**config.mk**
```make
export PLATFORM = sky130hd
export DESIGN_NAME = wdt_core
export DESIGN_NICKNAME = d
export VERILOG_FILES = /design/src/wdt_pkg.sv /design/src/wdt_tick_if.sv /design/src/wdt_core.sv /design/src/wdt_tick_div.sv
export SDC_FILE = /design/constraint.sdc
export NUM_CORES = 1
export LEC_CHECK = 0
export ABC_CLOCK_PERIOD_IN_PS = 3040
export BUFFER_PORTS_ARGS = -buffer_cell sky130_fd_sc_hd__buf_2
export CAP_MARGIN = 5
export CORE_MARGIN = 2
export CORE_UTILIZATION = 51
export CTS_CLUSTER_DIAMETER = 150
export DETAILED_ROUTE_END_ITERATION = 12
export PLACE_DENSITY = 0.82
export SKIP_LAST_GASP = 1
export SYNTH_ARGS = -nofsm -noshare
export SYNTH_HDL_FRONTEND = slang
export SYNTH_HIERARCHICAL = 1
export SYNTH_SLANG_ARGS = --single-unit
export TNS_END_PERCENT = 20
```
**constraint.sdc**
```tcl
create_clock -name clk -period 3.04 [get_ports clk]
set_input_delay 0.456 -clock clk [delete_from_list [all_inputs] [get_ports clk]]
set_output_delay 0.456 -clock clk [all_outputs]
set_load 0.03 [all_outputs]
```
**src/wdt_pkg.sv**
```systemverilog
/*
  Constants, types and register map of the watchdog timer block.
  Assumes a 50 MHz system clock and a low-frequency oscillator input on a pin.
*/
// Contract
// - Count 1 ms ticks from low-frequency oscillator
// - Mode 11 runs always, even asleep
// - Mode 10 runs awake, stops asleep
// - Mode 01 follows software enable bit
// - Disabled watchdog holds counter cleared
// - Period select 1 ms to 256 s, reset 2 s
// - Reset and clear instruction clear counter
// - Sleep entry and exit clear counter
// - Enabled in sleep resumes from zero
// - Oscillator failure clears counter
// - Startup timer running holds counter clear
// - Divider select change leaves counter alone
// - Sleep timeout wakes, updates status flags
// - Timeout recorded in watchdog reset flag
package wdt_pkg;
  // Watchdog modes from configuration word
  typedef enum logic [1:0] {
    WDT_MODE_OFF  = 2'h0,
    WDT_MODE_SW   = 2'h1,
    WDT_MODE_NSLP = 2'h2,
    WDT_MODE_ON   = 2'h3
  } wdt_mode_t;

  // Register offsets
  localparam logic [3:0] WDT_OFS_CTRL   = 4'h0;  // Control register
  localparam logic [3:0] WDT_OFS_POWER  = 4'h1;  // Power control register
  localparam logic [3:0] WDT_OFS_STATUS = 4'h2;  // Status flags register
  localparam logic [3:0] WDT_OFS_COUNT  = 4'h3;  // Tick counter, read only

  // Control register fields
  localparam int         WDT_CTRL_EN_BIT  = 0;   // Software enable
  localparam int         WDT_CTRL_PS_LSB  = 1;   // Period select low bit
  localparam int         WDT_PS_W         = 5;   // Period select width
  localparam logic [4:0] WDT_PS_RESET     = 5'h0B; // 2048 ms, nominal 2 s
  localparam logic [4:0] WDT_PS_MAX       = 5'h12; // 2^18 ms, nominal 256 s

  // Power/status fields
  localparam int WDT_PWR_DOGRST_BIT = 0;         // Watchdog reset flag, active low
  localparam int WDT_ST_TO_BIT      = 0;         // Time-out flag, active low
  localparam int WDT_ST_PWRDN_BIT   = 1;         // Power-down flag, active low

  // Counter width for up to 2^18 ticks
  localparam int WDT_CNT_W = 19;

  // Timing
  localparam int WDT_CLK_HZ  = 50_000_000;       // System clock rate
  localparam int WDT_TICK_US = 1000;             // Nominal base interval
  localparam int WDT_LFO_DIV = 31;               // Oscillator edges per 1 ms tick
  localparam int WDT_RST_PULSE_NS = 100;         // Reset request width
  localparam int WDT_RST_PULSE_CYC =
    (WDT_RST_PULSE_NS * (WDT_CLK_HZ / 1_000_000) + 999) / 1000;
endpackage : wdt_pkg

```
**src/wdt_tick_if.sv**
```systemverilog
/*
  Interface carrying the tick from the divider to the watchdog core.
  Assumes both ends share the system clock.
*/
`timescale 1ns/1ps
interface wdt_tick_if;
  logic tick;   // One-cycle 1 ms pulse
  logic clear;  // Restart the divider phase
  modport src (output tick, input clear);
  modport dst (input tick, output clear);
endinterface : wdt_tick_if
```
**src/wdt_core.sv**
```systemverilog
/*
  Watchdog timer core: mode decode, clearing conditions, time-out counter,
  reset request, wake request, status flags and a small register port.
  Assumes a core that pulses clear_instr, sleep controller levels, and a
  reset logic that reacts to the reset request pulse.
*/
// Added by the designer: the register offsets and the plain strobed port.
`timescale 1ns/1ps
module wdt_core #(
  parameter int RST_CYC = wdt_pkg::WDT_RST_PULSE_CYC
) (
  input  wire logic       clk,          // 50 MHz system clock
  input  wire logic       rst,          // Synchronous reset, any device reset
  input  wire logic       lfo_pin,      // Low-frequency oscillator pin
  input  wire logic [1:0] mode_cfg,     // Configuration word mode bits
  input  wire logic       sleeping,     // Device in sleep
  input  wire logic       clear_instr,  // Clear-watchdog instruction pulse
  input  wire logic       osc_fail,     // Oscillator failure detected
  input  wire logic       startup_running, // Start-up timer running
  input  wire logic       div_sel_chg,  // Internal oscillator divider change
  input  wire logic [3:0] addr,         // Register address
  input  wire logic [7:0] wdata,        // Write data
  input  wire logic       wr,           // Write strobe
  input  wire logic       rd,           // Read strobe
  output logic      [7:0] rdata,        // Read data, cycle after strobe
  output logic            reset_req,    // Reset request to reset logic
  output logic            wake_req,     // Wake pulse to sleep controller
  output logic            active        // Watchdog counting enabled
);
  wdt_tick_if tk ();

  logic                         sw_en_reg;     // Software enable
  logic [wdt_pkg::WDT_PS_W-1:0] ps_reg;        // Period select
  logic [wdt_pkg::WDT_CNT_W-1:0] cnt_reg;      // Tick counter
  logic                         sleep_d_reg;   // Previous sleep level
  logic                         dog_rst_n_reg; // Watchdog reset flag, low on event
  logic                         to_n_reg;      // Time-out flag, low on event
  logic                         pwrdn_n_reg;   // Power-down flag, low in sleep
  logic [7:0]                   rst_cnt_reg;   // Reset pulse counter
  logic                         clr;           // Any counter clear
  logic                         expire;        // Time-out this cycle
  logic [wdt_pkg::WDT_CNT_W-1:0] limit;        // Terminal count

  // Mode decode to activity
  function automatic logic mode_active(input logic [1:0] m, input logic en, input logic slp);
    case (wdt_pkg::wdt_mode_t'(m))
      wdt_pkg::WDT_MODE_ON:   mode_active = 1'b1;
      wdt_pkg::WDT_MODE_NSLP: mode_active = !slp;
      wdt_pkg::WDT_MODE_SW:   mode_active = en;
      default:                mode_active = 1'b0;
    endcase
  endfunction : mode_active

  // Tick divider
  wdt_tick_div u_wdt_tick_div (
    .clk     (clk),
    .rst     (rst),
    .lfo_pin (lfo_pin),
    .tk      (tk)
  );

  // Activity and clear conditions; divider select change is not one
  always_comb begin
    active = mode_active(mode_cfg, sw_en_reg, sleeping);
    clr    = !active
           || clear_instr
           || (sleeping != sleep_d_reg)
           || osc_fail
           || startup_running;
    limit  = wdt_pkg::WDT_CNT_W'(1) << ps_reg;
    expire = active && !clr && tk.tick && (cnt_reg >= limit - 1'b1);
  end

  // Divider phase restarts with the counter
  assign tk.clear = clr;

  // Sleep level history for entry and exit edges
  always_ff @(posedge clk) begin
    if (rst) begin
      sleep_d_reg <= 1'b0;
    end else begin
      sleep_d_reg <= sleeping;
    end
  end

  // Tick counter, resumes from zero after a sleep-entry clear
  always_ff @(posedge clk) begin
    if (rst || clr || expire) begin
      cnt_reg <= '0;
    end else if (tk.tick) begin
      cnt_reg <= cnt_reg + 1'b1;
    end
  end

  // Control register writes
  always_ff @(posedge clk) begin
    if (rst) begin
      sw_en_reg <= 1'b0;
      ps_reg    <= wdt_pkg::WDT_PS_RESET;
    end else if (wr && addr == wdt_pkg::WDT_OFS_CTRL) begin
      sw_en_reg <= wdata[wdt_pkg::WDT_CTRL_EN_BIT];
      // Out-of-range select clamps to longest
      if (wdata[wdt_pkg::WDT_CTRL_PS_LSB +: wdt_pkg::WDT_PS_W] > wdt_pkg::WDT_PS_MAX) begin
        ps_reg <= wdt_pkg::WDT_PS_MAX;
      end else begin
        ps_reg <= wdata[wdt_pkg::WDT_CTRL_PS_LSB +: wdt_pkg::WDT_PS_W];
      end
    end
  end

  // Watchdog reset flag: event wins over software set
  // A reset meeting a standing request keeps the flag, so software sees the cause
  always_ff @(posedge clk) begin
    if (rst && !reset_req) begin
      dog_rst_n_reg <= 1'b1;
    end else if (expire) begin
      dog_rst_n_reg <= 1'b0;
    end else if (wr && addr == wdt_pkg::WDT_OFS_POWER && wdata[wdt_pkg::WDT_PWR_DOGRST_BIT]) begin
      dog_rst_n_reg <= 1'b1;
    end
  end

  // Time-out and power-down status flags
  always_ff @(posedge clk) begin
    if (rst && !reset_req) begin
      to_n_reg    <= 1'b1;
      pwrdn_n_reg <= 1'b1;
    end else if (expire) begin
      to_n_reg    <= 1'b0;
      pwrdn_n_reg <= !sleeping;
    end else if (clear_instr) begin
      to_n_reg    <= 1'b1;
      pwrdn_n_reg <= 1'b1;
    end else if (sleeping && !sleep_d_reg) begin
      to_n_reg    <= 1'b1;
      pwrdn_n_reg <= 1'b0;
    end
  end

  // Wake on sleep time-out, reset on awake time-out
  // Any reset clears the request, so it never starts out unknown
  always_ff @(posedge clk) begin
    if (rst) begin
      wake_req    <= 1'b0;
      rst_cnt_reg <= 8'h00;
    end else begin
      wake_req <= expire && sleeping;
      if (expire && !sleeping) begin
        rst_cnt_reg <= 8'(RST_CYC);
      end else if (rst_cnt_reg != 8'h00) begin
        rst_cnt_reg <= rst_cnt_reg - 8'h01;
      end
    end
  end

  assign reset_req = (rst_cnt_reg != 8'h00);

  // Read port, data one cycle after strobe
  always_ff @(posedge clk) begin
    if (rst) begin
      rdata <= 8'h00;
    end else if (rd) begin
      case (addr)
        wdt_pkg::WDT_OFS_CTRL:   rdata <= {2'h0, ps_reg, sw_en_reg};
        wdt_pkg::WDT_OFS_POWER:  rdata <= {7'h00, dog_rst_n_reg};
        wdt_pkg::WDT_OFS_STATUS: rdata <= {6'h00, pwrdn_n_reg, to_n_reg};
        wdt_pkg::WDT_OFS_COUNT:  rdata <= cnt_reg[wdt_pkg::WDT_CNT_W-1 -: 8];
        default:                 rdata <= 8'h00;
      endcase
    end else begin
      rdata <= 8'h00;
    end
  end
endmodule : wdt_core

```
**src/wdt_tick_div.sv**
```systemverilog
/*
  Tick divider: synchronises the low-frequency oscillator and counts its
  rising edges into a 1 ms enable pulse. Assumes the oscillator is slow
  against the system clock.
*/
`timescale 1ns/1ps
module wdt_tick_div #(
  parameter int DIV = wdt_pkg::WDT_LFO_DIV
) (
  input  wire logic clk,
  input  wire logic rst,
  input  wire logic lfo_pin,
  wdt_tick_if.src   tk
);
  logic       sync1_reg;   // First synchroniser stage
  logic       sync2_reg;   // Second synchroniser stage
  logic       prev_reg;    // Previous synced level
  logic [5:0] div_reg;     // Edge count within tick

  // Two-flop synchroniser, edge history
  always_ff @(posedge clk) begin
    if (rst) begin
      sync1_reg <= 1'b0;
      sync2_reg <= 1'b0;
      prev_reg  <= 1'b0;
    end else begin
      sync1_reg <= lfo_pin;
      sync2_reg <= sync1_reg;
      prev_reg  <= sync2_reg;
    end
  end

  // Edge counter producing a tick every DIV edges
  always_ff @(posedge clk) begin
    if (rst || tk.clear) begin
      div_reg <= 6'h00;
      tk.tick <= 1'b0;
    end else if (sync2_reg && !prev_reg) begin
      if (div_reg == 6'(DIV - 1)) begin
        div_reg <= 6'h00;
        tk.tick <= 1'b1;
      end else begin
        div_reg <= div_reg + 6'h01;
        tk.tick <= 1'b0;
      end
    end else begin
      tk.tick <= 1'b0;
    end
  end
endmodule : wdt_tick_div

```
; Word-level counts from Yosys, hierarchy flattened
; Cells that the tools add are included.
[op_classes]
n_addsub = 4
n_shift = 1
bitwise = 2
div_mod_pow = 0
n_mux = 15
n_mul = 0
reduce_logical = 31
eq_ne = 8
order_cmp = 2
[ops]
columns = operator, n
row1 = case mux 8 bit (4 select lines), 1
row2 = adder 19 x 1 -> 19 bit (second input constant), 1
row3 = greater-or-equal comparator 19 bit, 1
row4 = << shifter 1 x 5 -> 19 bit (first input constant), 1
row5 = subtractor 19 x 1 -> 19 bit (second input constant), 1
row6 = logical AND 1 bit, 11
row7 = two-way mux 1 bit, 9
row8 = equality test 4 x 2 -> 1 bit (second input constant), 2
row9 = nonzero test 8 bit, 1
row10 = subtractor 8 x 1 -> 8 bit (second input constant), 1
row11 = adder 6 x 1 -> 6 bit (second input constant), 1
row12 = equality test 6 x 5 -> 1 bit (second input constant), 1
row13 = zero test 1 bit, 6
row14 = logical OR 1 bit, 6
row15 = two-way mux 3 bit, 2
row16 = two-way mux 6 bit, 1
row17 = OR reduction 2 bit, 3
row18 = > comparator 5 bit (second input constant), 1
row19 = two-way mux 5 bit, 1
row20 = equality test 2 bit (second input constant), 2
row21 = equality test 4 x 1 -> 1 bit (second input constant), 1
row22 = zero test 4 bit, 1
row23 = nonzero test 2 bit, 2
row24 = case mux 1 bit (3 select lines), 1
row25 = 4 further kinds, 5
[word_totals]
latch_bits = 0
mem_count = 0
ramBits = 0
romBits = 0
regBits = 56

; Depth between registers and ports, before layout
; Gate-level depths: netlist (run 1).
[depth]
ltp_word = 13
ltp_mapped = 17
mapped_depth_nobuf = 15

; By module
; The synthesis (run 1) kept the hierarchy.
[by_module_without_submodules]
columns = mod, cells_per_inst, instances, seq_area_each_um2, area_per_inst_um2
row1 = wdt_core, 329, 1, 920.9, 2691.3
row2 = wdt_tick_div, 48, 1, 200.2, 455.4

; Least setup slack after synthesis (run 1)
; Ideal clock, no wire load.
[synth_path]
path_kind = register to register
start = register ps_reg[2] in the netlist's numbering
end = register cnt_reg[0] in the netlist's numbering
path_slack_ns = -0.201
t_arrival_ns = 3.126
setup_ns = 0.115
stages_incl_launch_ff = 16
period_less_slack_ns = 3.241
path_cell_list = dfxtp_1 -> clkbuf_1 -> nor3_1 -> nand3_1 -> ha_1 -> nor3_1 -> a21oi_1 -> o31a_1 -> ha_1 -> nand4_1 -> nor4_2 -> a22oi_1 -> o2111a_2 -> o21ai_4 -> buf_6 -> nor2_1
[synth_via]
elab_chain_len = 5
[synth_lines]
columns = item, line
row1 = start: declaration, wdt_core.sv:33  ; logic [wdt_pkg::WDT_PS_W-1:0] ps_reg;
row2 = start signal: assignment, wdt_core.sv:99  ; ps_reg <= wdt_pkg::WDT_PS_RESET;
row3 = start signal: assignment, wdt_core.sv:104  ; ps_reg <= wdt_pkg::WDT_PS_MAX;
row4 = start signal: assignment, wdt_core.sv:106  ; ps_reg <= wdata[wdt_pkg::WDT_CTRL_PS_LSB +: wdt_pkg::WDT_PS_W];
row5 = << shifter 1 x 5 -> 19 bit, wdt_core.sv:70  ; limit = wdt_pkg::WDT_CNT_W'(1) << ps_reg;
row6 = subtractor 19 x 1 -> 19 bit, wdt_core.sv:71  ; expire = active && !clr && tk.tick && (cnt_reg >= limit - 1'b1);
row7 = greater-or-equal comparator 19 bit, wdt_core.sv:71
row8 = logical AND 1 bit, wdt_core.sv:71
row9 = logical OR 1 bit, wdt_core.sv:88  ; if (rst || clr || expire) begin
row10 = end signal: assignment, wdt_core.sv:91  ; cnt_reg <= cnt_reg + 1'b1;
row11 = end: declaration, wdt_core.sv:34  ; logic [wdt_pkg::WDT_CNT_W-1:0] cnt_reg;
; No other way between the ends.
; A chain may end at the register's enable or synchronous reset.

; Worst setup path after layout (run 1)
[layout_path]
start = register ps_reg[4] in the netlist's numbering
end = register cnt_reg[4] in the netlist's numbering
; The elaborated chain is that of the path after synthesis.

==> results of run 1 <==
-- synth_stat cells (3+ instances only) --
master and instances:
nor4_1 4, nand2_1 28, mux2i_1 5, nand3_1 10, xor2_1 14, nor3b_1 4, a211oi_1 6, o21ai_0 14
o211ai_1 3, and2_1 3, clkbuf_1 11, ha_1 25, and3_1 6, a21o_1 3, nor2_1 52, a21oi_1 30
a22oi_1 7, dfxtp_1 56, nand3b_1 3, inv_1 16, xnor2_1 9, nand4_1 8, nor2b_1 9, nor3_1 11
-- power by group --
part / internal [mW] / leakage (nW) / total (mW) / switching (mW)
sequential: 0.779 / 0.455 / 0.813 / 0.0332
clock: 0.332 / 0.0687 / 0.582 / 0.250
combinational: 0.167 / 0.980 / 0.380 / 0.213
total: 1.28 / 1.50 / 1.77 / 0.496
-- area by class of cell --
class | instances | area share [%]
repair buffers | 52 | 9.23
multi-input cells | 290 | 53.1
well taps | 75 | 2.50
flip-flops and latches | 56 | 29.9
inverters | 16 | 1.60
clock buffers | 5 | 1.83
clock inverters | 3 | 1.83
-- per-layer routing --
layer	share of wire [%]	global-route usage, %	wire (um)	vias up
li1	-	-	-	1432
met1	47	29.9	3400	1326
met2	48	32.5	3500	70
met3	3.5	4.02	258	10
met4	1.7	7.87	123	0
met5	0	0	0	-
-- worst max-delay path, delay by kind of cell, from the launching register on --
family                     cells  cell delay (ns)
DFF                            1             0.35
AOI/OAI and AO/OA              6             0.98
adders and majority gates      2             0.56
buffers and inverters          1             0.20
and+or+nand+nor                6             0.99
-- kinds of logic after synthesis --
group / after synthesis / synth area share, %
simple gates: 153 / 24.7
mux: 5 / 1.59
xor+xnor: 23 / 6.40
fa+ha+maj: 25 / 9.94
flops: 56 / 35.6
buf+inv: 31 / 4.21
compound gates: 84 / 17.5
-- repair_timing --
action	in CTS	in global routing
gates resized for setup	7	14
setup endpoints to repair	26	30
setup buffers	1	1
pin swaps	10	16
cloned	0	2
-- how the worst max path moves through the flow --
stage / startpoint / to / slack, ns / cells past startpoint
after floorplan: ps_reg[2] / cnt_reg[0] / 0.04 / 15
after global placement: ps_reg[4] / rst_cnt_reg[5] / -0.01 / 16
after detailed placement: ps_reg[4] / rst_cnt_reg[4] / -0.05 / 14
after CTS: ps_reg[2] / cnt_reg[6] / -0.03 / 15
after global routing: ps_reg[4] / cnt_reg[2] / -0.33 / 15
final: ps_reg[4] / cnt_reg[4] / -0.15 / 15
==> impl_metrics.tcl, run 1 <==
set metrics [dict create \
    outcome "finished with violations" \
    violations "setup timing" \
    grt_pass1_wl_mm 11.3 \
    vias 2838 \
    multiInputGateArea_um2 1990 \
    top_level_ports 35 \
    worst-setup-path-type "reg2reg" \
    fin_util_pct 63.0 \
    hold_buffers 0 \
    start_util_pct 52.8 \
    postSynthAreaPerCell_um2 8.35 \
    design_area_um2 3750 \
    crit_slowest_cell "ha_1" \
    portBuffers 31 \
    cts_made_buffers 5 \
    cellPowerDensity_nw_per_um2 472 \
    reg2reg_to "cnt_reg[4]" \
    grt_usage_pct 21.3 \
    r2r_cells 15 \
    dp.cells 485 \
    fin_nets 470 \
    finalCriticalPeriod_ns 3.19 \
    place_ws_ns -0.0532 \
    cts.htree.levels 2 \
    slew-limit-headroom_pct 64.8 \
    setup_viol 26 \
    crit_arrival_ns 3.40 \
    irDropWorstVdd_v 0.000606 \
    rsz0062_at_grt "yes" \
    min-delay-start "lfo_pin" \
    final_cell_mix "dfxtp_1, nor2_1, buf_2" \
    place_area_um2 3480 \
    synth.ff_latch_count 56 \
    critPathRequiredTime_ns 3.25 \
    viasPerCell 5.71 \
    fp.dieArea_um2 6810 \
    syn_inst 377 \
    fin_hold_ws_ns 0.360 \
    syn2layout_area_growth_pct 19.3 \
    drive_above_1_share_pct 20.1 \
    r2r_slack_ns -0.15 \
    synth.distinct_cells 55 \
    drc 0 \
    synthArstFlopShare_pct 0 \
    drtAntennaViolNets 0 \
    synth.area.top_cells "dfxtp_1, ha_1, nor2_1, a21oi_1, xor2_1" \
    wirelength_mm 7.28 \
    synth_edf_count 0 \
    post-route-period-util_pct 105 \
    tightest_slew_ns 0.526 \
    drv_slew 0 \
    startpoint_type "flip-flop" \
    netlist_area_um2 3150 \
    cts_tree "yes" \
    cp_cell_sequence "nor3_4 > nand3_2 > ha_4 > nor2_2 > a21boi_1 > o21ai_0 > a21oi_1 > ha_1 > nand4_4 > nor4_4 > o211ai_1 > o2111a_2 > o21ai_4 > clkbuf_16 > nor2_1" \
    rows 28 \
    max_cap_violations 0 \
    instances_no_fill 497 \
    cts_sinks 56 \
    drt_iter0_drc 188 \
    min_to "u_wdt_tick_div/sync1_reg" \
    n_fill_cell 503 \
    final_common_cell "dfxtp_1" \
    wire_per_inst_um 14.6 \
    worstSetupEndpointType "flip-flop" \
    clk_path_buf_depth 2 \
    fin_skew_ns 0.00757 \
    first_pass_iters 4 \
    cp_slowest_stage_delay_ns 0.36 \
    cp_max_fo 5 \
    grt_overflow_total 0 \
    leakage_nw 1.50 \
    gp_congestion 0.871 \
    hold_class "in2reg" \
    timing.fmax_ghz 0.313 \
    setup_ws_ns -0.150 \
    antenna_found_initial 0 \
    synth_top_cell_by_area "dfxtp_1" \
    cts-root-buf "clkbuf_8" \
    clk_latency_ns 0.31 \
    min_path_cells 2 \
    dp_hpwl_mm 4.89 \
    num_antenna_cells 0 \
    r2r_start "ps_reg[4]" \
    synth_warnings 6 \
    cts.clk_slew.worst_paths_ns 0.10 \
    die_y_um 82.6 \
    power_mw 1.77 \
    seq_area_frac_synth_pct 35.6 \
    final_hold_viol_count 0 \
    largest_reg_flops 19 \
    grt_max_degree 25 \
    synth_nets 426 \
    synth_ff_type "dfxtp_1" \
    die_w_um 82.6 \
    grt_pass1_vias 2458 \
    core_area_um2 5960 \
    synth_top_area_share_pct 35.6 \
    final-seq-area_um2 1120 \
    fin_setup_tns_ns -2.91 \
]
Note: power is estimated with default switching activity, not from simulation.
==> run 2, diff against run 1 <==
Settings changed: SKIP_CTS_REPAIR_TIMING set to 1.
==> impl_metrics.tcl, run 2 (synthesis results as in run 1) <==
set metrics [dict create \
    outcome "finished with violations" \
    violations "setup timing" \
    cts_made_buffers 5 \
    wirelength_mm 6.73 \
    cp_max_fo 6 \
    cp_num_buf_inv 1 \
    dp.cells 485 \
    timing.fmax_ghz 0.322 \
    place_ws_ns -0.0532 \
    design_area_um2 3680 \
    p_sw_share_pct 27.8 \
    drv_slew 0 \
    irDropWorstVdd_v 0.000606 \
    die_w_um 82.6 \
    clk_path_buf_depth 2 \
    drive_above_1_share_pct 17.9 \
    num_antenna_cells 0 \
    syn2layout_area_growth_pct 16.8 \
    cp_slowest_stage_delay_ns 0.35 \
    instances_no_fill 493 \
    core_area_um2 5960 \
    post-route-period-util_pct 102 \
    grt_pass1_vias 2446 \
    p_comb_share_pct 21.2 \
    worstSetupStartpoint "ps_reg[2]" \
    drtAntennaViolNets 0 \
    worstSetupEndpointType "flip-flop" \
    fin_hold_ws_ns 0.363 \
    dp_hpwl_mm 4.89 \
    grt_max_degree 25 \
    pwr-share-clk_pct 32.8 \
    pwr-share-seq_pct 46.0 \
    vias 2761 \
    final_hold_viol_count 0 \
    critPathRequiredTime_ns 3.23 \
    die_y_um 82.6 \
    startpoint_type "flip-flop" \
    drt_iter0_drc 140 \
    fp.dieArea_um2 6810 \
    crit_arrival_ns 3.30 \
    power.switching_mw 0.491 \
    leakage_nw 1.47 \
    slew-limit-headroom_pct 64.5 \
    n_fill_cell 519 \
    cts.htree.levels 2 \
    cts_tree "yes" \
    fin_nets 466 \
    start_util_pct 52.8 \
    portBuffers 31 \
    clk_latency_ns 0.31 \
    top_level_ports 35 \
    cts.clk_slew.worst_paths_ns 0.10 \
    min-delay-start "lfo_pin" \
    gp_congestion 0.871 \
    r2r_start "ps_reg[2]" \
    grt_overflow_total 0 \
    max_cap_violations 0 \
    grt_usage_pct 21.1 \
    viasPerCell 5.60 \
    tightest_slew_ns 0.531 \
    final_common_cell "dfxtp_1" \
    place_area_um2 3480 \
    setup_ws_ns -0.0667 \
    cellPowerDensity_nw_per_um2 480 \
    crit_slowest_cell "dfxtp_2" \
    largest_reg_flops 19 \
    intPower_mw 1.27 \
    antenna_found_initial 0 \
    drc 0 \
    cp_cell_sequence "nor3_4 > nand3_2 > ha_4 > nor2_1 > a21boi_0 > o21ai_0 > a21oi_1 > ha_1 > nand4_2 > nor4_4 > a22oi_1 > o2111a_2 > nor3_2 > buf_4 > nor3_1" \
    wire_per_inst_um 13.6 \
    finalCriticalPeriod_ns 3.11 \
    final_cell_mix "dfxtp_1, nor2_1, buf_2" \
    hold_class "in2reg" \
    first_pass_iters 5 \
    cts_sinks 56 \
    fin_setup_tns_ns -0.825 \
    fin_skew_ns 0.0106 \
    cpLargestDelayFamily "simple AND/OR/NAND/NOR gates" \
    rsz0062_at_grt "yes" \
    cts-root-buf "clkbuf_8" \
    grt_pass1_wl_mm 11.2 \
    worst-setup-path-type "reg2reg" \
    setup_viol 25 \
    rows 28 \
]
run 2: changes by cell type in the layout (fill, tap and decap cells not counted), sizes merged:
cell    before  now
buf         51   48
clkbuf       6    5
run 2: power groups by stage:
stage,Clock [mW],Sequential [mW],Combinational [mW]
6_report,0.579,0.812,0.375
5_1_grt,0.614,0.819,0.425
4_1_cts,0.590,0.812,0.352
3_5_place_dp,0,0.829,0.349
3_3_place_gp,0,0.827,0.340
2_1_floorplan,0,0.823,0.265
run 2: metrics by stage:
| stage | power (mW) | util [%] |
|---|---|---|
| final | 1.77 | 61.7 |
| after global routing | 1.86 | 61.7 |
| after CTS | 1.75 | 60.7 |
| after detailed placement | 1.18 | 58.4 |
| after global placement | 1.17 | 58.4 |
| after floorplan | 1.09 | - |
run 2: cell type report:
class | count | area (um2) | area share (%)
clock buffer | 5 | 68.8 | 1.87
clock inverter | 3 | 68.8 | 1.87
inverter | 16 | 60.1 | 1.63
multi-input combinational | 290 | 1970 | 53.5
sequential | 56 | 1120 | 30.5
tap | 75 | 93.8 | 2.55
timing repair buffer | 48 | 295 | 8.03
run 2: worst paths after layout:
check	slack, ns	depth (start not counted)	end
hold / removal	0.36	2	u_wdt_tick_div/sync1_reg
hold reg to reg	0.47	1	u_wdt_tick_div/sync2_reg
setup / recovery	-0.07	15	rst_cnt_reg[7]
setup reg to reg	-0.07	15	rst_cnt_reg[7]
run 2: metal layers:
| layer | wire [um] | part of all wire (%) | track usage [%] | vias to the layer above |
|---|---|---|---|---|
| met4 | 92 | 1.4 | 7.87 | 0 |
| met3 | 252 | 3.7 | 4.46 | 6 |
| li1 | - | - | - | 1423 |
| met2 | 3150 | 47 | 32.2 | 61 |
| met1 | 3230 | 48 | 29.2 | 1271 |
| met5 | 0 | 0 | 0 | - |
